==> src/rtl/fcp_defines.svh <==
/*
 * Offsets, field positions, reset values and timing figures of the floppy
 * command parameter block.
 * Assumes it is included once per compilation unit by its bare name.
 */
`ifndef FCP_DEFINES_SVH
`define FCP_DEFINES_SVH

// register byte offsets (AXI4-Lite, one aligned word each)
`define FCP_A_CTRL      8'h00
`define FCP_A_PERP      8'h04
`define FCP_A_PRECOMP   8'h08
`define FCP_A_SECTOR    8'h0C
`define FCP_A_SEEK      8'h10
`define FCP_A_STEP      8'h14
`define FCP_A_CMD       8'h18
`define FCP_A_POS       8'h1C
`define FCP_A_RES_A     8'h20
`define FCP_A_RES_B     8'h24
`define FCP_A_RES_C     8'h28
`define FCP_A_RES_D     8'h2C
`define FCP_A_IRQ_STAT  8'h30
`define FCP_A_IRQ_MASK  8'h34
`define FCP_A_XFER      8'h38

// control register fields
`define FCP_CTRL_POLL_OFF  0
`define FCP_CTRL_UNLOCK    1
`define FCP_CTRL_BYPASS    2
`define FCP_CTRL_BYCOUNT   3
`define FCP_CTRL_WGSHIFT   4
`define FCP_CTRL_W         5

// sector register fields
`define FCP_SEC_BEGIN_LSB  0
`define FCP_SEC_COUNT_LSB  8
// seek register: magnitude in [7:0], direction (1 = outward, higher) in bit 8
`define FCP_SEEK_DIR       8

// interrupt status bits
`define FCP_IRQ_DONE       0
`define FCP_IRQ_POLL       1
`define FCP_IRQ_SKIP       2
`define FCP_IRQ_W          3

// reset values
`define FCP_CTRL_RST     5'h00
`define FCP_PERP_RST     4'h0
`define FCP_PRECOMP_RST  8'h00
`define FCP_BEGIN_RST    8'h01
`define FCP_COUNT_RST    8'h01
`define FCP_SEEK_RST     9'h000
`define FCP_STEP_RST     4'h0
`define FCP_MASK_RST     3'h0

// timing
`define FCP_CLK_NS        20
`define FCP_STEP_UNIT_NS  500000
`define FCP_POLL_NS       1000000
`define FCP_WG_NS         2000

// AXI responses
`define FCP_RESP_OKAY    2'h0
`define FCP_RESP_SLVERR  2'h2

`endif

==> src/rtl/fcp_pkg.sv <==
/*
 * Types of the floppy command parameter block: commands and sequencer states.
 * Assumes fcp_defines.svh carries all numeric constants.
 */
package fcp_pkg;

	typedef enum logic [2:0] {
		FCP_CMD_SEEK_REL = 3'h0,
		FCP_CMD_READ     = 3'h1,
		FCP_CMD_READ_DEL = 3'h2,
		FCP_CMD_WRITE    = 3'h3,
		FCP_CMD_FORMAT   = 3'h4,
		FCP_CMD_VERIFY   = 3'h5,
		FCP_CMD_SENSE    = 3'h6
	} fcp_cmd_type;

	typedef enum logic [3:0] {
		FCP_ST_IDLE = 4'h1,
		FCP_ST_SEEK = 4'h2,
		FCP_ST_XFER = 4'h4,
		FCP_ST_DONE = 4'h8
	} fcp_state_type;

endpackage

==> src/rtl/fcp_top.sv <==
/*
 * Floppy command parameter block: AXI4-Lite register file, relative seek
 * stepper, sector sequencer with deleted-mark skipping, drive polling,
 * write gate timing and the four-byte result store.
 * Assumes the drive-side inputs are asynchronous pins and the bus master
 * keeps one write and one read outstanding at most.
 */
// Local design decisions: the AXI4-Lite slave port and the placing of the registers.
// Behaviour
// RQ1: the low four perpendicular mode bits change only while perp_unlock is 1.
// RQ2: head_position_now gives the head cylinder and is reported when sense interrupt completes.
// RQ3: drive polling stops while autoscan_off is set and runs while it is clear.
// RQ4: precomp_first_track takes any value 00 to FF and marks where precompensation starts.
// RQ5: begin_slot is the sector accessed, and the first one of a multi-sector transfer.
// RQ6: cylinder_step_delta is an offset from the present cylinder in a relative seek.
// RQ7: sectors_per_track counts sectors for format, and for verify when verify_by_count is set.
// RQ8: with bypass_deleted_mark set, read data skips every sector with a deleted mark.
// RQ9: with bypass_deleted_mark set, read deleted accesses only sectors with a deleted mark.
// RQ10: with bypass_deleted_mark clear, every sector is accessed with no skipping.
// RQ11: step pulses are spaced by step_rate_interval, 0.5 to 8 ms in 0.5 ms steps.
// RQ12: four result registers hold status after each command and are readable by the host.
// RQ13: write_gate_shift changes write_strobe timing to give pre-erase time.
`timescale 1ns/100ps
`include "fcp_defines.svh"
module fcp_top #(
	parameter int STEP_UNIT_CYC = `FCP_STEP_UNIT_NS / `FCP_CLK_NS,
	parameter int POLL_CYC      = `FCP_POLL_NS / `FCP_CLK_NS
) (
	input  wire logic        core_clk,
	input  wire logic        rst,
	input  wire logic [7:0]  s_axi_awaddr,
	input  wire logic        s_axi_awvalid,
	output logic             s_axi_awready,
	input  wire logic [31:0] s_axi_wdata,
	input  wire logic [3:0]  s_axi_wstrb,
	input  wire logic        s_axi_wvalid,
	output logic             s_axi_wready,
	output logic [1:0]       s_axi_bresp,
	output logic             s_axi_bvalid,
	input  wire logic        s_axi_bready,
	input  wire logic [7:0]  s_axi_araddr,
	input  wire logic        s_axi_arvalid,
	output logic             s_axi_arready,
	output logic [31:0]      s_axi_rdata,
	output logic [1:0]       s_axi_rresp,
	output logic             s_axi_rvalid,
	input  wire logic        s_axi_rready,
	input  wire logic        sector_pulse_in,
	input  wire logic        deleted_mark_in,
	output logic             step_out,
	output logic             step_dir_out,
	output logic             write_strobe,
	output logic             precomp_active,
	output logic             sector_access,
	output logic [7:0]       sector_number,
	output logic             poll_strobe,
	output logic [3:0]       perp_mode,
	output logic             irq
);
	import fcp_pkg::*;

	localparam int WG_CYC = `FCP_WG_NS / `FCP_CLK_NS;

	// register index 0..14 from a byte address, 15 when unmapped
	function automatic logic [3:0] fcp_index(input logic [7:0] addr);
		logic [3:0] idx;
		idx = 4'hF;
		if (addr[1:0] == 2'h0 && addr <= `FCP_A_XFER) begin
			idx = addr[5:2];
		end
		return idx;
	endfunction

	function automatic logic [31:0] fcp_merge(input logic [31:0] old_v,
		input logic [31:0] new_v, input logic [3:0] strb);
		logic [31:0] res;
		res = old_v;
		for (int b = 0; b < 4; b++) begin
			if (strb[b]) begin
				res[b*8 +: 8] = new_v[b*8 +: 8];
			end
		end
		return res;
	endfunction

	// bus side
	logic        aw_have_reg, w_have_reg, bvalid_reg, rpend_reg, rvalid_reg;
	logic [7:0]  awaddr_reg, araddr_reg;
	logic [31:0] wdata_reg, rdata_reg;
	logic [3:0]  wstrb_reg;
	logic [1:0]  bresp_reg, rresp_reg;
	// software state
	logic [`FCP_CTRL_W-1:0] ctrl_reg;
	logic [3:0]  perp_reg, step_rate_interval;
	logic [7:0]  precomp_first_track, begin_slot, sectors_per_track;
	logic [8:0]  seek_reg;
	logic [`FCP_IRQ_W-1:0] status_reg, mask_reg;
	// sequencer
	fcp_state_type state_reg;
	fcp_cmd_type   cmd_reg;
	logic [7:0]  head_position_now, steps_left_reg, cur_sector_reg;
	logic [7:0]  done_cnt_reg, skip_cnt_reg;
	logic [19:0] step_cnt_reg;
	logic [1:0]  res_idx_reg;
	logic [7:0]  wg_cnt_reg;
	logic [31:0] poll_cnt_reg;
	logic        step_reg, access_reg;
	logic [7:0]  secnum_reg;
	// pins
	logic [1:0]  sync1_reg, sync2_reg;
	logic        sec_prev_reg;

	wire [3:0]  widx          = fcp_index(awaddr_reg);
	wire [3:0]  ridx          = fcp_index(s_axi_araddr);
	wire        do_write      = aw_have_reg && w_have_reg && !bvalid_reg;
	wire        ar_fire       = s_axi_arvalid && s_axi_arready;
	wire        autoscan_off  = ctrl_reg[`FCP_CTRL_POLL_OFF];
	wire        perp_unlock   = ctrl_reg[`FCP_CTRL_UNLOCK];
	wire        bypass_deleted_mark = ctrl_reg[`FCP_CTRL_BYPASS];
	wire        verify_by_count     = ctrl_reg[`FCP_CTRL_BYCOUNT];
	wire        write_gate_shift    = ctrl_reg[`FCP_CTRL_WGSHIFT];
	wire [7:0]  cylinder_step_delta = seek_reg[7:0];
	wire        idle          = (state_reg == FCP_ST_IDLE);
	wire        cmd_start     = do_write && widx == `FCP_A_CMD >> 2 && idle && wstrb_reg[0];
	wire [2:0]  cmd_code      = wdata_reg[2:0];
	wire        sector_evt    = sync2_reg[0] && !sec_prev_reg;
	wire        deleted_now   = sync2_reg[1];
	wire        writing       = cmd_reg == FCP_CMD_WRITE || cmd_reg == FCP_CMD_FORMAT;
	wire        in_xfer       = (state_reg == FCP_ST_XFER);
	wire [19:0] step_lim      = 20'(({16'h0000, step_rate_interval} + 20'h00001) * STEP_UNIT_CYC);
	wire        step_due      = step_cnt_reg == step_lim - 20'h00001;
	wire        counted       = cmd_reg == FCP_CMD_FORMAT
	                            || (cmd_reg == FCP_CMD_VERIFY && verify_by_count); // [RQ7]
	wire [7:0]  target        = counted ? sectors_per_track : 8'h01; // [RQ7]
	wire        sec_ok        = cmd_reg == FCP_CMD_READ ? !(bypass_deleted_mark && deleted_now) // [RQ8] [RQ10]
	                          : cmd_reg == FCP_CMD_READ_DEL ? (!bypass_deleted_mark || deleted_now) // [RQ9]
	                          : 1'b1;
	wire        take_sec      = in_xfer && sector_evt && sec_ok;
	wire        skip_sec      = in_xfer && sector_evt && !sec_ok;
	wire        last_sec      = take_sec && done_cnt_reg + 8'h01 >= target;
	wire        poll_tick     = !autoscan_off && poll_cnt_reg == 32'(POLL_CYC - 1);
	wire        mem_we        = (state_reg == FCP_ST_DONE);
	wire [7:0]  mem_wdata     = res_idx_reg == 2'h0 ? {5'h00, cmd_reg}
	                          : res_idx_reg == 2'h1 ? skip_cnt_reg
	                          : res_idx_reg == 2'h2 ? cur_sector_reg
	                          : head_position_now; // [RQ2]
	wire [7:0]  mem_rdata;
	wire [`FCP_IRQ_W-1:0] irq_set = {skip_sec, poll_tick, mem_we && res_idx_reg == 2'h3};
	wire [`FCP_IRQ_W-1:0] irq_clr = (do_write && widx == `FCP_A_IRQ_STAT >> 2 && wstrb_reg[0])
	                                ? wdata_reg[`FCP_IRQ_W-1:0] : '0;
	wire [31:0] wv_ctrl   = fcp_merge({27'h0, ctrl_reg}, wdata_reg, wstrb_reg);
	wire [31:0] wv_sector = fcp_merge({16'h0, sectors_per_track, begin_slot}, wdata_reg, wstrb_reg);
	wire [31:0] wv_seek   = fcp_merge({23'h0, seek_reg}, wdata_reg, wstrb_reg);
	logic [31:0] rd_mux;

	assign s_axi_awready = !aw_have_reg;
	assign s_axi_wready  = !w_have_reg;
	assign s_axi_bvalid  = bvalid_reg;
	assign s_axi_bresp   = bresp_reg;
	assign s_axi_arready = !rpend_reg && !rvalid_reg;
	assign s_axi_rvalid  = rvalid_reg;
	assign s_axi_rdata   = rdata_reg;
	assign s_axi_rresp   = rresp_reg;
	assign step_out      = step_reg;
	assign step_dir_out  = seek_reg[`FCP_SEEK_DIR];
	assign sector_access = access_reg;
	assign sector_number = secnum_reg;
	assign perp_mode     = perp_reg;
	assign poll_strobe   = poll_tick; // [RQ3]
	assign irq           = |(status_reg & mask_reg);
	assign precomp_active = in_xfer && writing && head_position_now >= precomp_first_track; // [RQ4]
	// shifted gate opens for the whole transfer state so the erase head is loaded ahead of data
	assign write_strobe  = in_xfer && writing && (write_gate_shift || wg_cnt_reg != 8'h00); // [RQ13]

	// the cmd write itself is not lost when ignored: it still gets OKAY
	always_comb begin
		rd_mux = 32'h0000_0000;
		if (ridx == `FCP_A_CTRL >> 2) begin
			rd_mux = {27'h0, ctrl_reg};
		end else if (ridx == `FCP_A_PERP >> 2) begin
			rd_mux = {28'h0, perp_reg};
		end else if (ridx == `FCP_A_PRECOMP >> 2) begin
			rd_mux = {24'h0, precomp_first_track};
		end else if (ridx == `FCP_A_SECTOR >> 2) begin
			rd_mux = {16'h0, sectors_per_track, begin_slot};
		end else if (ridx == `FCP_A_SEEK >> 2) begin
			rd_mux = {23'h0, seek_reg};
		end else if (ridx == `FCP_A_STEP >> 2) begin
			rd_mux = {28'h0, step_rate_interval};
		end else if (ridx == `FCP_A_CMD >> 2) begin
			rd_mux = {25'h0, state_reg, cmd_reg};
		end else if (ridx == `FCP_A_POS >> 2) begin
			rd_mux = {24'h0, head_position_now}; // [RQ2]
		end else if (ridx == `FCP_A_IRQ_STAT >> 2) begin
			rd_mux = {29'h0, status_reg};
		end else if (ridx == `FCP_A_IRQ_MASK >> 2) begin
			rd_mux = {29'h0, mask_reg};
		end else if (ridx == `FCP_A_XFER >> 2) begin
			rd_mux = {8'h0, skip_cnt_reg, done_cnt_reg, cur_sector_reg};
		end
	end

	fcp_result_mem u_result (
		.core_clk (core_clk),
		.rst      (rst),
		.we       (mem_we),
		.waddr    (res_idx_reg),
		.wdata    (mem_wdata),
		.raddr    (s_axi_araddr[3:2]),
		.rdata    (mem_rdata)
	); // [RQ12]

	genvar g;
	generate
		for (g = 0; g < 2; g++) begin : g_sync
			always_ff @(posedge core_clk or posedge rst) begin
				if (rst) begin
					sync1_reg[g] <= 1'b0;
					sync2_reg[g] <= 1'b0;
				end else begin
					sync1_reg[g] <= g == 0 ? sector_pulse_in : deleted_mark_in;
					sync2_reg[g] <= sync1_reg[g];
				end
			end
		end
	endgenerate

	always_ff @(posedge core_clk or posedge rst) begin
		if (rst) begin
			aw_have_reg <= 1'b0;
			w_have_reg  <= 1'b0;
			bvalid_reg  <= 1'b0;
			awaddr_reg  <= 8'h00;
			wdata_reg   <= 32'h0000_0000;
			wstrb_reg   <= 4'h0;
			bresp_reg   <= `FCP_RESP_OKAY;
		end else begin
			if (s_axi_awvalid && !aw_have_reg) begin
				aw_have_reg <= 1'b1;
				awaddr_reg  <= s_axi_awaddr;
			end else if (do_write) begin
				aw_have_reg <= 1'b0;
			end
			if (s_axi_wvalid && !w_have_reg) begin
				w_have_reg <= 1'b1;
				wdata_reg  <= s_axi_wdata;
				wstrb_reg  <= s_axi_wstrb;
			end else if (do_write) begin
				w_have_reg <= 1'b0;
			end
			if (do_write) begin
				bvalid_reg <= 1'b1;
				bresp_reg  <= (widx == 4'hF) ? `FCP_RESP_SLVERR : `FCP_RESP_OKAY;
			end else if (s_axi_bready) begin
				bvalid_reg <= 1'b0;
			end
		end
	end

	always_ff @(posedge core_clk or posedge rst) begin
		if (rst) begin
			rpend_reg  <= 1'b0;
			rvalid_reg <= 1'b0;
			araddr_reg <= 8'h00;
			rdata_reg  <= 32'h0000_0000;
			rresp_reg  <= `FCP_RESP_OKAY;
		end else if (ar_fire) begin
			rpend_reg  <= 1'b1;
			araddr_reg <= s_axi_araddr;
			rdata_reg  <= rd_mux;
			rresp_reg  <= (ridx == 4'hF) ? `FCP_RESP_SLVERR : `FCP_RESP_OKAY;
		end else if (rpend_reg) begin
			// result words come from the store, whose output lags the address by one edge
			rpend_reg  <= 1'b0;
			rvalid_reg <= 1'b1;
			if (araddr_reg >= `FCP_A_RES_A && araddr_reg <= `FCP_A_RES_D) begin
				rdata_reg <= {24'h0, mem_rdata}; // [RQ12]
			end
		end else if (s_axi_rready) begin
			rvalid_reg <= 1'b0;
		end
	end

	always_ff @(posedge core_clk or posedge rst) begin
		if (rst) begin
			ctrl_reg            <= `FCP_CTRL_RST;
			perp_reg            <= `FCP_PERP_RST;
			precomp_first_track <= `FCP_PRECOMP_RST;
			begin_slot          <= `FCP_BEGIN_RST;
			sectors_per_track   <= `FCP_COUNT_RST;
			seek_reg            <= `FCP_SEEK_RST;
			step_rate_interval  <= `FCP_STEP_RST;
			mask_reg            <= `FCP_MASK_RST;
		end else if (do_write) begin
			if (widx == `FCP_A_CTRL >> 2) begin
				ctrl_reg <= wv_ctrl[`FCP_CTRL_W-1:0];
			end else if (widx == `FCP_A_PERP >> 2 && perp_unlock && wstrb_reg[0]) begin
				perp_reg <= wdata_reg[3:0]; // [RQ1]
			end else if (widx == `FCP_A_PRECOMP >> 2 && wstrb_reg[0]) begin
				precomp_first_track <= wdata_reg[7:0]; // [RQ4]
			end else if (widx == `FCP_A_SECTOR >> 2) begin
				begin_slot        <= wv_sector[`FCP_SEC_BEGIN_LSB +: 8];
				sectors_per_track <= wv_sector[`FCP_SEC_COUNT_LSB +: 8];
			end else if (widx == `FCP_A_SEEK >> 2) begin
				seek_reg <= wv_seek[8:0];
			end else if (widx == `FCP_A_STEP >> 2 && wstrb_reg[0]) begin
				step_rate_interval <= wdata_reg[3:0]; // [RQ11]
			end else if (widx == `FCP_A_IRQ_MASK >> 2 && wstrb_reg[0]) begin
				mask_reg <= wdata_reg[`FCP_IRQ_W-1:0];
			end
		end
	end

	// set wins over a write-one-to-clear in the same cycle
	always_ff @(posedge core_clk or posedge rst) begin
		if (rst) begin
			status_reg   <= '0;
			poll_cnt_reg <= 32'h0000_0000;
			sec_prev_reg <= 1'b0;
			access_reg   <= 1'b0;
			secnum_reg   <= 8'h00;
			wg_cnt_reg   <= 8'h00;
		end else begin
			status_reg   <= (status_reg & ~irq_clr) | irq_set;
			poll_cnt_reg <= (autoscan_off || poll_tick) ? 32'h0 : poll_cnt_reg + 32'h1; // [RQ3]
			sec_prev_reg <= sync2_reg[0];
			access_reg   <= take_sec;
			if (take_sec) begin
				secnum_reg <= cur_sector_reg; // [RQ5]
			end
			if (take_sec && writing) begin
				wg_cnt_reg <= 8'(WG_CYC);
			end else if (wg_cnt_reg != 8'h00) begin
				wg_cnt_reg <= wg_cnt_reg - 8'h01;
			end
		end
	end

	always_ff @(posedge core_clk or posedge rst) begin
		if (rst) begin
			state_reg         <= FCP_ST_IDLE;
			cmd_reg           <= FCP_CMD_SEEK_REL;
			head_position_now <= 8'h00;
			steps_left_reg    <= 8'h00;
			step_cnt_reg      <= 20'h00000;
			step_reg          <= 1'b0;
			cur_sector_reg    <= 8'h00;
			done_cnt_reg      <= 8'h00;
			skip_cnt_reg      <= 8'h00;
			res_idx_reg       <= 2'h0;
		end else begin
			step_reg <= 1'b0;
			case (state_reg)
				FCP_ST_IDLE: begin
					res_idx_reg <= 2'h0;
					if (cmd_start) begin
						cmd_reg        <= fcp_cmd_type'(cmd_code);
						steps_left_reg <= cylinder_step_delta; // [RQ6]
						step_cnt_reg   <= 20'h00000;
						cur_sector_reg <= begin_slot; // [RQ5]
						done_cnt_reg   <= 8'h00;
						skip_cnt_reg   <= 8'h00;
						if (cmd_code == FCP_CMD_SEEK_REL) begin
							state_reg <= FCP_ST_SEEK;
						end else if (cmd_code == FCP_CMD_SENSE) begin
							state_reg <= FCP_ST_DONE; // [RQ2]
						end else begin
							state_reg <= FCP_ST_XFER;
						end
					end
				end
				FCP_ST_SEEK: begin
					if (steps_left_reg == 8'h00) begin
						state_reg <= FCP_ST_DONE;
					end else if (step_due) begin
						step_reg       <= 1'b1; // [RQ11]
						step_cnt_reg   <= 20'h00000;
						steps_left_reg <= steps_left_reg - 8'h01;
						head_position_now <= seek_reg[`FCP_SEEK_DIR]
							? head_position_now + 8'h01 : head_position_now - 8'h01; // [RQ6]
					end else begin
						step_cnt_reg <= step_cnt_reg + 20'h00001;
					end
				end
				FCP_ST_XFER: begin
					if (take_sec) begin
						cur_sector_reg <= cur_sector_reg + 8'h01;
						done_cnt_reg   <= done_cnt_reg + 8'h01;
						if (last_sec) begin
							state_reg <= FCP_ST_DONE; // [RQ7]
						end
					end else if (skip_sec) begin
						skip_cnt_reg <= skip_cnt_reg + 8'h01; // [RQ8] [RQ9]
					end
				end
				FCP_ST_DONE: begin
					res_idx_reg <= res_idx_reg + 2'h1; // [RQ12]
					if (res_idx_reg == 2'h3) begin
						state_reg <= FCP_ST_IDLE;
					end
				end
				default: begin
					state_reg <= FCP_ST_IDLE;
				end
			endcase
		end
	end
endmodule

==> src/rtl/fcp_result_mem.sv <==
/*
 * Four-entry result store; read data comes out of a register one edge after
 * the read address is presented.
 * Assumes a single writer on the same clock.
 */
`timescale 1ns/100ps
module fcp_result_mem (
	input  wire logic       core_clk,
	input  wire logic       rst,
	input  wire logic       we,
	input  wire logic [1:0] waddr,
	input  wire logic [7:0] wdata,
	input  wire logic [1:0] raddr,
	output logic      [7:0] rdata
);
	logic [7:0] mem_reg [0:3];

	genvar i;
	generate
		for (i = 0; i < 4; i++) begin : g_word
			always_ff @(posedge core_clk or posedge rst) begin
				if (rst) begin
					mem_reg[i] <= 8'h00;
				end else if (we && waddr == i[1:0]) begin
					mem_reg[i] <= wdata;
				end
			end
		end
	endgenerate

	always_ff @(posedge core_clk or posedge rst) begin
		if (rst) begin
			rdata <= 8'h00;
		end else begin
			rdata <= mem_reg[raddr];
		end
	end
endmodule

==> config.mk <==
export PLATFORM = sky130hd
export DESIGN_NAME = fcp_top
export DESIGN_NICKNAME = d
export VERILOG_FILES = /design/src/rtl/fcp_pkg.sv /design/src/rtl/fcp_top.sv /design/src/rtl/fcp_result_mem.sv
export VERILOG_INCLUDE_DIRS = /design/src /design/src/rtl
export SDC_FILE = /design/constraint.sdc
export NUM_CORES = 1
export LEC_CHECK = 0
export ABC_AREA = 1
export BUFFER_PORTS_ARGS = -buffer_cell sky130_fd_sc_hd__buf_2
export CORE_ASPECT_RATIO = 1.4
export CORE_MARGIN = 5
export CORE_UTILIZATION = 30
export CTS_CLUSTER_SIZE = 10
export DETAILED_ROUTE_END_ITERATION = 7
export SLEW_MARGIN = 20
export SYNTH_ARGS = -nofsm -noshare
export SYNTH_HDL_FRONTEND = slang
export SYNTH_SLANG_ARGS = --single-unit
==> constraint.sdc <==
create_clock -name core_clk -period 9 [get_ports core_clk]
set_input_delay 1.35 -clock core_clk [delete_from_list [all_inputs] [get_ports core_clk]]
set_output_delay 1.35 -clock core_clk [all_outputs]
set_load 0.01 [all_outputs]
; After elaboration in Yosys (flattened, before gate mapping)
; Index checks and enable logic that the tools add are counted.
[word_totals]
romBits = 0
register_bits = 291
latch_bits = 0
ramBits = 0
n_memories = 0
out_inout_bits = 60
[op_classes]
n_bitwise = 13
n_shift = 0
n_lt_le_gt_ge = 7
n_eq_ne = 44
n_reduce_logical = 87
mux = 69
n_div = 0
add_sub_neg = 12
n_mul = 1
[op_table]
columns = operator, n
row1 = 24-bit 2-to-1 mux, 11
row2 = 8-bit 2-to-1 mux, 18
row3 = 32-bit 2-to-1 mux, 4
row4 = 8-bit case mux with 2 select lines, 4
row5 = 20-bit 2-to-1 mux, 3
row6 = 20-bit case mux with 2 select lines, 1
row7 = 4-bit 2-to-1 mux, 9
row8 = 1-bit logical AND, 35
row9 = 32-bit by 1-bit adder with 32-bit output (second input constant), 1
row10 = 8-bit by 1-bit adder with 8-bit output (second input constant), 4
row11 = 32-bit by 16-bit equality test with 1-bit output (second input constant), 1
row12 = 4-bit by 3-bit equality test with 1-bit output (second input constant), 8
row13 = 4-bit equality test (second input constant), 8
row14 = 8-bit by 6-bit <= comparator with 1-bit output (second input constant), 3
row15 = 8-bit by 1-bit subtractor with 8-bit output (second input constant), 3
row16 = 7-bit AND reduction, 3
row17 = 20-bit by 1-bit adder with 20-bit output (second input constant), 1
row18 = 20-bit equality test, 1
row19 = 4-bit by 2-bit equality test with 1-bit output (second input constant), 5
row20 = 2-bit nonzero test, 10
row21 = 20-bit by 1-bit subtractor with 20-bit output (second input constant), 1
row22 = 5-bit by 12-bit multiplier with 17-bit output (second input constant), 1
row23 = 8-bit binary-select mux with 2-bit select, 1
row24 = 8-bit greater-or-equal comparator, 2
row25 = 36 further kinds, 95

; Longest topological paths before layout
; Gate-level depths: netlist of run 1.
[depth]
ltp_word = 16
depth_mapped = 32
depth_no_buf = 29

; Cells and area by module
; A second synthesis of run 1 with hierarchy kept.
[unflattened]
hier_cells = 2210
hier_area_um2 = 16766.1
[modules_own_cells]
columns = mod, area_per_inst_um2, seq_area_each_um2, instances, cells_per_inst
row1 = fcp_top, 14771.7, 6034.5, 1, 1966
row2 = fcp_result_mem, 1994.4, 1001.0, 1, 244

; Worst setup path before layout of run 1
; OpenSTA, ideal clock, no wires.
[synth_timing]
path_kind = reg-to-reg
start = reg step_rate_interval[1]
end = reg step_cnt_reg[10]
required_ps = 8867
arrival_ps = 3894
stages_incl_launch_ff = 28
slack_ps = 4973
cell_sequence = dfrtp_1 ha_1 buf_2 xor2_1 ha_1 xor2_1 ha_1 ha_1 ha_1 buf_4 xor2_1 nor2_2 nand2_2 nor2_4 nand2_1 nor2_2 nand2_1 nand2_1 nand2_1 nand2_1 nand2_1 nor2_2 nand3_2 nor2_4 nand2_4 nand2_8 buf_4 a21oi_1
[synth_via]
elab_chain_len = 7
[synth_rtl]
columns = element, line_no
row1 = from (decl), fcp_top.sv:94  ; logic [3:0] perp_reg, step_rate_interval;
row2 = from (signal assigned), fcp_top.sv:292  ; step_rate_interval <= `FCP_STEP_RST;
row3 = from (signal assigned), fcp_top.sv:307  ; step_rate_interval <= wdata_reg[3:0];
row4 = 4-bit by 1-bit adder with 5-bit output, fcp_top.sv:130  ; wire [19:0] step_lim = 20'(({16'h0000, step_rate_interval} + 20'h00001) * STEP_UNIT_CYC);
row5 = 5-bit by 12-bit multiplier with 17-bit output, fcp_top.sv:130
row6 = 20-bit by 1-bit subtractor with 20-bit output, fcp_top.sv:131  ; wire step_due = step_cnt_reg == step_lim - 20'h00001;
row7 = 20-bit equality test, fcp_top.sv:131
row8 = 20-bit 2-to-1 mux, fcp_top.sv:375  ; end else if (step_due) begin
row9 = 20-bit 2-to-1 mux, fcp_top.sv:373  ; if (steps_left_reg == 8'h00) begin
row10 = 20-bit case mux with 2 select lines, fcp_top.sv:353  ; case (state_reg)
row11 = to (signal assigned), fcp_top.sv:382  ; step_cnt_reg <= step_cnt_reg + 20'h00001;
row12 = to (decl), fcp_top.sv:103  ; logic [19:0] step_cnt_reg;
; Every way passes these cells. The select of a mux whose other input is x is not followed.
; A chain may end at the register's enable or synchronous reset.

; Final worst setup path of run 1
[layout_timing]
start = reg step_rate_interval[1]
end = reg steps_left_reg[4]
[layout_via]
elab_chain_len = 6
[layout_rtl]
columns = element, line_no
row1 = 4-bit by 1-bit adder with 5-bit output, fcp_top.sv:130
row2 = 5-bit by 12-bit multiplier with 17-bit output, fcp_top.sv:130
row3 = 20-bit by 1-bit subtractor with 20-bit output, fcp_top.sv:131
row4 = 20-bit equality test, fcp_top.sv:131
row5 = 2-bit != test (no source line), --
row6 = 4-bit AND reduction (no source line), --
row7 = to (signal assigned), fcp_top.sv:358  ; steps_left_reg <= cylinder_step_delta;
row8 = to (signal assigned), fcp_top.sv:378  ; steps_left_reg <= steps_left_reg - 8'h01;
row9 = to (decl), fcp_top.sv:101  ; logic [7:0] head_position_now, steps_left_reg, cur_sector_reg;
; Every way passes these cells.

==> impl_results.md, run 1 <==
- CTS buffer count: 34
- Worst-skew pair later-pin latency: 0.52 ns
- DRT antenna net count: 0
- Share of cells above drive strength 1: 0.0941
- CP dominant cell by count: nand2_1
- Count of final max-slew check failures: 0
- Finished Core Util: 0.343
- Peak VDD IR: 0.133 mV
- Grt ovf: 0
- Yosys warnings: 0
- DRT Pass-1 Iters: 5
- Final hold viol count: 0
- Seq/Total Area, Yosys: 0.446
- P&R area growth vs syn: 13.3%
- Req. time, crit path: 9.40 ns
- Setup crit end kind: register
- Leak: 8.57 nW
- Clk slew on worst S/H paths: 0.06 ns
- Status: complete, no violations
- Fmax: 0.198 GHz
- Core ar.: 52,100 um2
- Clock sink count: 281
- Overall routing resource usage: 0.162
- Post-Synthesis Cell Area: 15,800 um2
- DRC: 0
- Top cells by area, synth: dfrtp_1 (44%), nand2_1 (10%), o21ai_0 (6.2%), inv_1 (5.8%), ha_1 (5.3%)
- Die area: 57,300 um2
- Clk root buf: clkbuf_16
- Worst Reg-to-Reg Cells: 23
- Mapped Cells: 1,999
- Horiz. Die Dim: 204 um
- Number of global-route vias before repair: 13,800
- Slew of the pin with the lowest slew margin: 0.917 ns
- Worst setup SP type: register
- RSZ-0062 raised after global routing: no
- Ant diodes: 0
- Async set-or-reset flop fraction in the synthesized netlist: 1.00
- Min Tclk post-route: 5.06 ns
- Routability cong.: 0.923
- CP Class: register to register
- Initial antenna violation count: 1
- CTS tree: yes
- Crit-path max FO: 27
- CP peak stage delay: 0.62 ns
- Initial Utilization: 0.303
- Crit share post-route: 0.562
- Count of different cell masters after synthesis: 56
- Hold crit path type: register to register
- Relative slew slack: 0.387
- Total Nets Final: 2,208
- Post-CTS setup repair buffer count: 0
- First DRT Iteration DRCs: 994
- Dominant synthesized flop cell: dfrtp_1
- Pwr Total: 0.00377 W
- FP Rows: 99
- I/O Buffers: 92
- CTS Buffer Depth: 3
- Final Routed Wirelength: 47,100 um
- FILL cells: 5,496
- Max-cap violations: 0
- First-pass GRT wire length: 74,500 um
- Via count: 13,800
- Synth top area share: 0.441
- Vias/cell: 4.93
- Largest net degree at the start of global routing: 150
- CP Cell Sequence: ha_1 > nand2_1 > nor2_1 > ha_1 > ha_1 > ha_1 > ha_1 > a21oi_1 > nor2_1 > nor2_1 > nand2_1 > xnor2_1 > nand4_1 > nor2_1 > nand3b_1 > nand2_1 > nand2_1 > nor2_4 > nand2_4 > nand2_8 > nand2_2 > nand2_1 > nand2_1
- Hold path cells: 0
- Power Dens Cells: 211 nW/um2
- EDFF count, synth: 0
- H-tree levels: 2
- Die Y: 281 um
- Synth area leader: dfrtp_1
- Hold-fix buffer count after cts: 0
- FF+latch count, synth: 281
- Slowest-stage cell, CP: dfrtp_1
- Syn avg cell area: 7.89 um2
- DP HPWL: 35,500 um
- Per-cell routed wire length: 16.8 um
- Data arrival, critical path: 5.45 ns
- Ports: 121
- Post-CTS Resized: 0
- Skew final: 0.0234 ns
- Setup TNS: 0 ns
- Setup violators final: 0
==> final timing paths <==
path	startpoint	endpoint	slack, ns
max	step_rate_interval[1]	steps_left_reg[4]	3.94
min	sync1_reg[1]	deleted_now	0.35
max reg2reg	step_rate_interval[1]	steps_left_reg[4]	3.94
min reg2reg	sync1_reg[1]	deleted_now	0.35
max in group asynchronous	rst	u_result.rdata[5]	6.65
min in group asynchronous	rst	wdata_reg[11]	1.06
==> logic make-up (layout without fill, tap and decap cells) <==
kind of cell               after synthesis  in the layout  share of synthesized area
muxes                                   14             14                    0.00999
buffers and inverters                  317            402                     0.0797
and+or+nand+nor                        865            865                      0.240
xor gates and xnor gates                51             51                     0.0283
AOI/OAI and AO/OA                      401            401                      0.140
DFF                                    281            281                      0.446
other                                    1             10                   0.000238
adders and majority gates               69             69                     0.0557
==> Yosys cell counts (all sizes together), types with 2 or more instances <==
cell type and n:
fa 2, a211oi 4, nand4 45, o22ai 26, a21o 2, a21oi 111
buf 18, o31ai 9, clkbuf 47, nand3b 3, xor2 40, clkinv 3
mux2 14, a22o 8, xnor2 11, nor3b 4, o21ai 197, nor3 44
ha 67, nand3 108, a221oi 2, nor2 208, inv 249, o221ai 2
dfstp 3, nor4 16, o211ai 8, nand2 434, a31oi 16, o21bai 4
dfrtp 278, o21a 5
==> layer usage <==
layer	wire length (um)	GRT usage
met2	24400	0.303
met4	1990	0.0670
met1	18500	0.181
met5	0	0
met3	2190	0.0268
==> final cells by class <==
type | instances | area (um2) | area share
multi-input cells | 1410 | 7520 | 0.421
flip-flops and latches | 281 | 7040 | 0.394
inverters | 252 | 950 | 0.0532
clock buffers | 50 | 942 | 0.0527
well taps | 707 | 885 | 0.0495
repair buffers | 99 | 529 | 0.0296
clock inverters | 1 | 8.76 | 0.000490
==> power breakdown <==
part           internal, W  total, W  switching [W]
registers          0.00149   0.00167       0.000177
logic             0.000286  0.000865       0.000579
clock network     0.000717   0.00123       0.000515
==> through the flow <==
step / hold WS, ns / instance area [um2] / setup WS [ns] / instances
floorplan: 0.331 / 15800 / 3.93 / 2008
global placement: 0.340 / 16900 / 3.99 / 2749
detailed placement: 0.343 / 16900 / 3.88 / 2749
CTS: 0.355 / 17900 / 3.85 / 2800
global route: 0.356 / 17900 / 3.50 / 2800
finish: 0.350 / 17900 / 3.94 / 2800
==> layout by cell type, fill, tap and decap left out, types with 3 or more instances in the layout <==
cell type	synthesis	routed
a211oi_1	4	4
a21oi_1	110	110
a22o_1	8	8
a31oi_1	16	16
buf_2	3	92
buf_4	13	5
clkbuf_1	47	14
clkbuf_16	0	35
clkinv_1	3	3
conb_1	1	10
dfrtp_1	278	278
dfstp_2	3	3
ha_1	67	67
inv_1	244	243
inv_2	5	5
mux2_2	14	14
nand2_1	424	424
nand2_2	8	8
nand3_1	100	100
nand3_2	8	8
nand3b_1	3	3
nand4_1	44	44
nor2_1	195	195
nor2_2	8	8
nor2_4	5	5
nor3_1	42	42
nor3b_1	4	4
nor4_1	16	16
o211ai_1	8	8
o21a_1	5	5
o21ai_0	196	196
o21bai_1	4	4
o22ai_1	26	26
o31ai_1	9	9
xnor2_1	11	11
xor2_1	40	40
==> critical path: cells and delay by family, from the launching register on <==
kind,cells,cell delay (ns)
fa+ha+maj,5,1.78
flops,1,0.62
compound gates,1,0.30
xor+xnor,1,0.29
simple gates,16,1.94
No activity file was read; power rests on OpenSTA's default activity.
==> run 2, diff against run 1 <==
- clock period: 9 -> 5.05 ns (I/O delays scaled with it)
==> impl_results.md, run 2 (synthesis results as in run 1) <==
- Max-cap violations: 0
- Req. time, crit path: 5.45 ns
- Clock sink count: 281
- Data arrival, critical path: 5.05 ns
- Horiz. Die Dim: 204 um
- First DRT Iteration DRCs: 828
- Final Cell Area: 18,000 um2
- H-tree levels: 2
- Most frequent cells in the layout: nand2_1 (424), dfrtp_1 (278), inv_1 (243), o21ai_0 (196), nor2_1 (195)
- Hold path cells: 1
- Fmax: 0.215 GHz
- DRC: 0
- P&R area growth vs syn: 14.3%
- Number of global-route vias before repair: 13,800
- Peak VDD IR: 0.221 mV
- Setup violators final: 0
- CTS buffer count: 35
- CTS Buffer Depth: 3
- Worst setup SP type: register
- Setup TNS: 0 ns
- Post-CTS setup repair buffer count: 0
- Vias/cell: 4.91
- CP Class: register to register
- Initial antenna violation count: 1
- Grt ovf: 0
- Via count: 13,800
- Largest net degree at the start of global routing: 148
- RSZ-0062 raised after global routing: no
- Total Nets Final: 2,219
- Per-cell routed wire length: 16.7 um
- Min Tclk post-route: 4.65 ns
- Slowest-stage cell, CP: dfrtp_1
- CP dominant cell by count: nand2_1
- Min-delay src: sector_pulse_in
- FILL cells: 5,409
- Worst Reg-to-Reg Cells: 27
- Share of cells above drive strength 1: 0.103
- DP Area: 17,000 um2
- Min-Delay Endpoint: sync1_reg[0]
- Crit-path max FO: 14
- Final hold viol count: 0
- Initial Utilization: 0.303
- Core ar.: 52,100 um2
- Count of final max-slew check failures: 0
- Overall routing resource usage: 0.162
- Clk slew on worst S/H paths: 0.05 ns
- Status: complete, no violations
- R2R Path Start: step_rate_interval[1]
- R2r setup slk: 0.40 ns
- Power Dens Cells: 378 nW/um2
- Leak: 8.65 nW
- Clk root buf: clkbuf_16
- Die area: 57,300 um2
- Ports: 121
- Skew final: 0.0154 ns
- CTS tree: yes
- DRT Pass-1 Iters: 5
- FP Rows: 99
- Setup crit end kind: register
- Crit share post-route: 0.920
- Relative slew slack: 0.383
- CP peak stage delay: 0.46 ns
- Worst-skew pair later-pin latency: 0.52 ns
- DP HPWL: 35,700 um
- Worst Hold Slack: 0.346 ns
- Reg2Reg Capture Point: steps_left_reg[6]
- First-pass GRT wire length: 74,400 um
- Routability cong.: 0.903
- Slew of the pin with the lowest slew margin: 0.916 ns
- I/O Buffers: 92
- Commonest non-fill, non-tap cell in the layout: nand2_1
- Die Y: 281 um
- Final Routed Wirelength: 47,000 um
- DRT antenna net count: 0
- Hold crit path type: input port to register
## run 2: changes by cell type in the layout (fill, tap and decap cells not counted)
cell / delta
diode_2: +1
ha_1: -2
clkinv_8: +1
clkbuf_16: +1
ha_2: +2
xor2_2: +1
buf_12: +1
xor2_1: -1
clkbuf_1: -6
clkinv_4: +1
clkbuf_8: +3
buf_4: +10
buf_6: -1
## run 2: per-stage QoR
stage	worst slack (ns)	util	power (W)	cells
after floorplan	0.574	-	0.00398	2008
after global placement	0.446	0.326	0.00452	2759
after detailed placement	0.344	0.326	0.00457	2759
after CTS	0.331	0.346	0.00691	2810
after global routing	0.0180	0.346	0.00723	2810
final	0.404	0.346	0.00682	2811
## run 2: how the worst max path moves through the flow
stage | startpoint | endpoint | cells after the start
floorplan | rst | araddr_reg[0] | 1
global placement | step_rate_interval[1] | steps_left_reg[0] | 24
detailed placement | step_rate_interval[1] | steps_left_reg[7] | 26
CTS | step_rate_interval[1] | steps_left_reg[7] | 26
global route | step_rate_interval[1] | steps_left_reg[1] | 24
finish | step_rate_interval[1] | steps_left_reg[6] | 27
## run 2: power breakdown
part	switching (W)	internal (W)	total, W	leakage [nW]
Clock	0.000948	0.00135	0.00230	0.497
Combinational	0.00104	0.000517	0.00155	4.43
Sequential	0.000305	0.00266	0.00297	3.72
Total	0.00229	0.00453	0.00682	8.65
## run 2: cell type report
| class | instances | area, um2 | area share |
|---|---|---|---|
| timing repair buffer | 109 | 613 | 0.0340 |
| antenna | 1 | 2.50 | 0.000139 |
| inverter | 252 | 950 | 0.0527 |
| multi-input combinational | 1410 | 7530 | 0.418 |
| tap | 707 | 885 | 0.0490 |
| sequential | 281 | 7040 | 0.390 |
| clock inverter | 3 | 33.8 | 0.00187 |
| clock buffer | 48 | 986 | 0.0547 |
## run 2: critical path, delay by kind of cell, from the launching register on
family                   cells  cell delay [ns]
AND/OR/NAND/NOR             21             2.34
adder cells (fa/ha/maj)      5             1.54
flip-flops                   1             0.46
XOR/XNOR                     1             0.16
## run 2: layer usage
layer / global-route usage / up-vias / routed length, um
met2: 0.301 / 322 / 24200
met5: 0 / - / 0
met4: 0.0758 / 0 / 2290
met3: 0.0260 / 100 / 2180
met1: 0.180 / 6573 / 18400
li1: - / 6796 / -
## run 2: what timing repair did
action,4_1_cts,5_1_grt
hold buffers,0,0
endpoints found under the setup margin,0,24
gates resized for setup,0,3
==> run 3, diff against run 2 <==
- CELL_PAD_IN_SITES_DETAIL_PLACEMENT: unset -> 1
- CELL_PAD_IN_SITES_GLOBAL_PLACEMENT: unset -> 2
- PLACE_DENSITY_LB_ADDON: unset -> 0.1
==> impl_results.md, run 3 (synthesis results as in run 1) <==
- Area of the multi-input gates: 7530 um2
- Grt ovf: 0
- FILL cells: 6,302
- DRC: 0
- Req. time, crit path: 5.48 ns
- CTS Buffer Depth: 3
- Crit share post-route: 0.900
- Slew of the pin with the lowest slew margin: 1.05 ns
- Via count: 14,000
- Clk slew on worst S/H paths: 0.06 ns
- Worst-skew pair later-pin latency: 0.55 ns
- Ports: 121
- Final hold viol count: 0
- Vias/cell: 4.97
- Register area: 7040 um2
- Data arrival, critical path: 4.97 ns
- Skew final: 0.0294 ns
- Ant diodes: 0
- Setup violators final: 0
- Min Tclk post-route: 4.55 ns
- Die area: 57,300 um2
- Worst setup SP type: register
- Hold crit path type: input port to register
- Peak VDD IR: 0.264 mV
- Largest net degree at the start of global routing: 98
- First DRT Iteration DRCs: 557
- Count of final max-slew check failures: 0
- Crit-path max FO: 8
- Number of global-route vias before repair: 15,100
- Setup crit end kind: register
- Pwr Total: 0.00703 W
- DP HPWL: 41,900 um
- DRT antenna net count: 0
- Clk root buf: clkbuf_16
- Power Dens Cells: 388 nW/um2
- Total Nets Final: 2,226
- Commonest non-fill, non-tap cell in the layout: nand2_1
- Routability cong.: 0.841
- Setup TNS: 0 ns
- Die Y: 281 um
- CTS buffer count: 36
- CP Class: register to register
- Initial antenna violation count: 0
- H-tree levels: 2
- Status: complete, no violations
- Initial Utilization: 0.303
- Hold-fix buffer count after cts: 0
- CTS tree: yes
- Horiz. Die Dim: 204 um
- Fmax: 0.220 GHz
- P&R area growth vs syn: 15.0%
- Per-cell routed wire length: 19.5 um
- I/O Buffers: 92
- Most frequent cells in the layout: nand2_1 (423), dfrtp_1 (277), inv_1 (243), o21ai_0 (196), nor2_1 (195)
- RSZ-0062 raised after global routing: no
- R2r setup slk: 0.50 ns
- DRT Pass-1 Iters: 7
- FP Rows: 99
- Relative slew slack: 0.284
- Overall routing resource usage: 0.194
- Leak: 8.69 nW
- First-pass GRT wire length: 87,700 um
- Max-cap violations: 0
- Core ar.: 52,100 um2
- Final Routed Wirelength: 55,100 um
- Share of cells above drive strength 1: 0.106
- Clock sink count: 281
[run 3: final timing paths]
| path | end | startpoint | depth (start not counted) |
|---|---|---|---|
| setup / recovery | steps_left_reg[3] | step_rate_interval[1] | 25 |
| hold / removal | sync1_reg[0] | sector_pulse_in | 1 |
| setup reg to reg | steps_left_reg[3] | step_rate_interval[1] | 25 |
| hold reg to reg | sync2_reg[0] | sync1_reg[0] | 0 |
| max in group asynchronous | s_axi_rdata[21] | rst | 3 |
| min in group asynchronous | ctrl_reg[0] | rst | 2 |
[run 3: area by class of cell]
cell class                 instances  area share
clock buffer                      52      0.0564
clock inverter                     3     0.00221
timing repair buffer             115      0.0370
tap                              707      0.0488
inverter                         252      0.0524
multi-input combinational       1410       0.415
sequential                       281       0.388
[run 3: report_power, final]
part	internal (W)	leakage (nW)	total, W	switching, W
Sequential	0.00266	3.72	0.00298	0.000315
Clock	0.00144	0.520	0.00244	0.00100
Combinational	0.000518	4.45	0.00161	0.00109
[run 3: metal layers]
metal / up-vias / track usage / routed length, um / share of wire
met1: 7005 / 0.224 / 22200 / 0.40
met3: 68 / 0.0217 / 1250 / 0.023
li1: 6784 / - / - / -
met4: 0 / 0.0476 / 1280 / 0.023
met2: 156 / 0.379 / 30400 / 0.55
met5: - / 0 / 0 / 0
[run 3: metrics by stage]
stage	instances	instance area, um2	hold WS (ns)	setup WS (ns)	util
4_1_cts	2820	18100	0.297	0.267	0.347
3_3_place_gp	2765	17100	0.336	0.360	0.327
3_5_place_dp	2765	17100	0.336	0.278	0.327
5_1_grt	2820	18100	0.305	0.0420	0.348
6_report	2820	18100	0.336	0.504	0.348
2_1_floorplan	2008	15800	0.331	0.574	-
[run 3: repair_timing]
action	CTS	global route
endpoints found under the setup margin	0	34
buffers inserted	0	0
resized for setup	0	4
[run 3: critical path, cell delays in order (launching register included)]
cell	delay, ns
dfrtp_2	0.44
ha_1	0.28
nand2_1	0.08
nor2_1	0.20
ha_1	0.30
ha_1	0.29
ha_1	0.30
ha_1	0.42
nand2_1	0.15
nand3_2	0.14
nand2_1	0.14
nand2_2	0.09
nor2_4	0.14
nand3_2	0.10
nor2_4	0.12
nand4_1	0.15
nor2_1	0.12
nand2_1	0.06
nand2_1	0.11
nand2_1	0.10
nor2_4	0.19
nand2_4	0.11
nand2_8	0.08
nand2_2	0.15
nand2_1	0.11
nand2_1	0.05
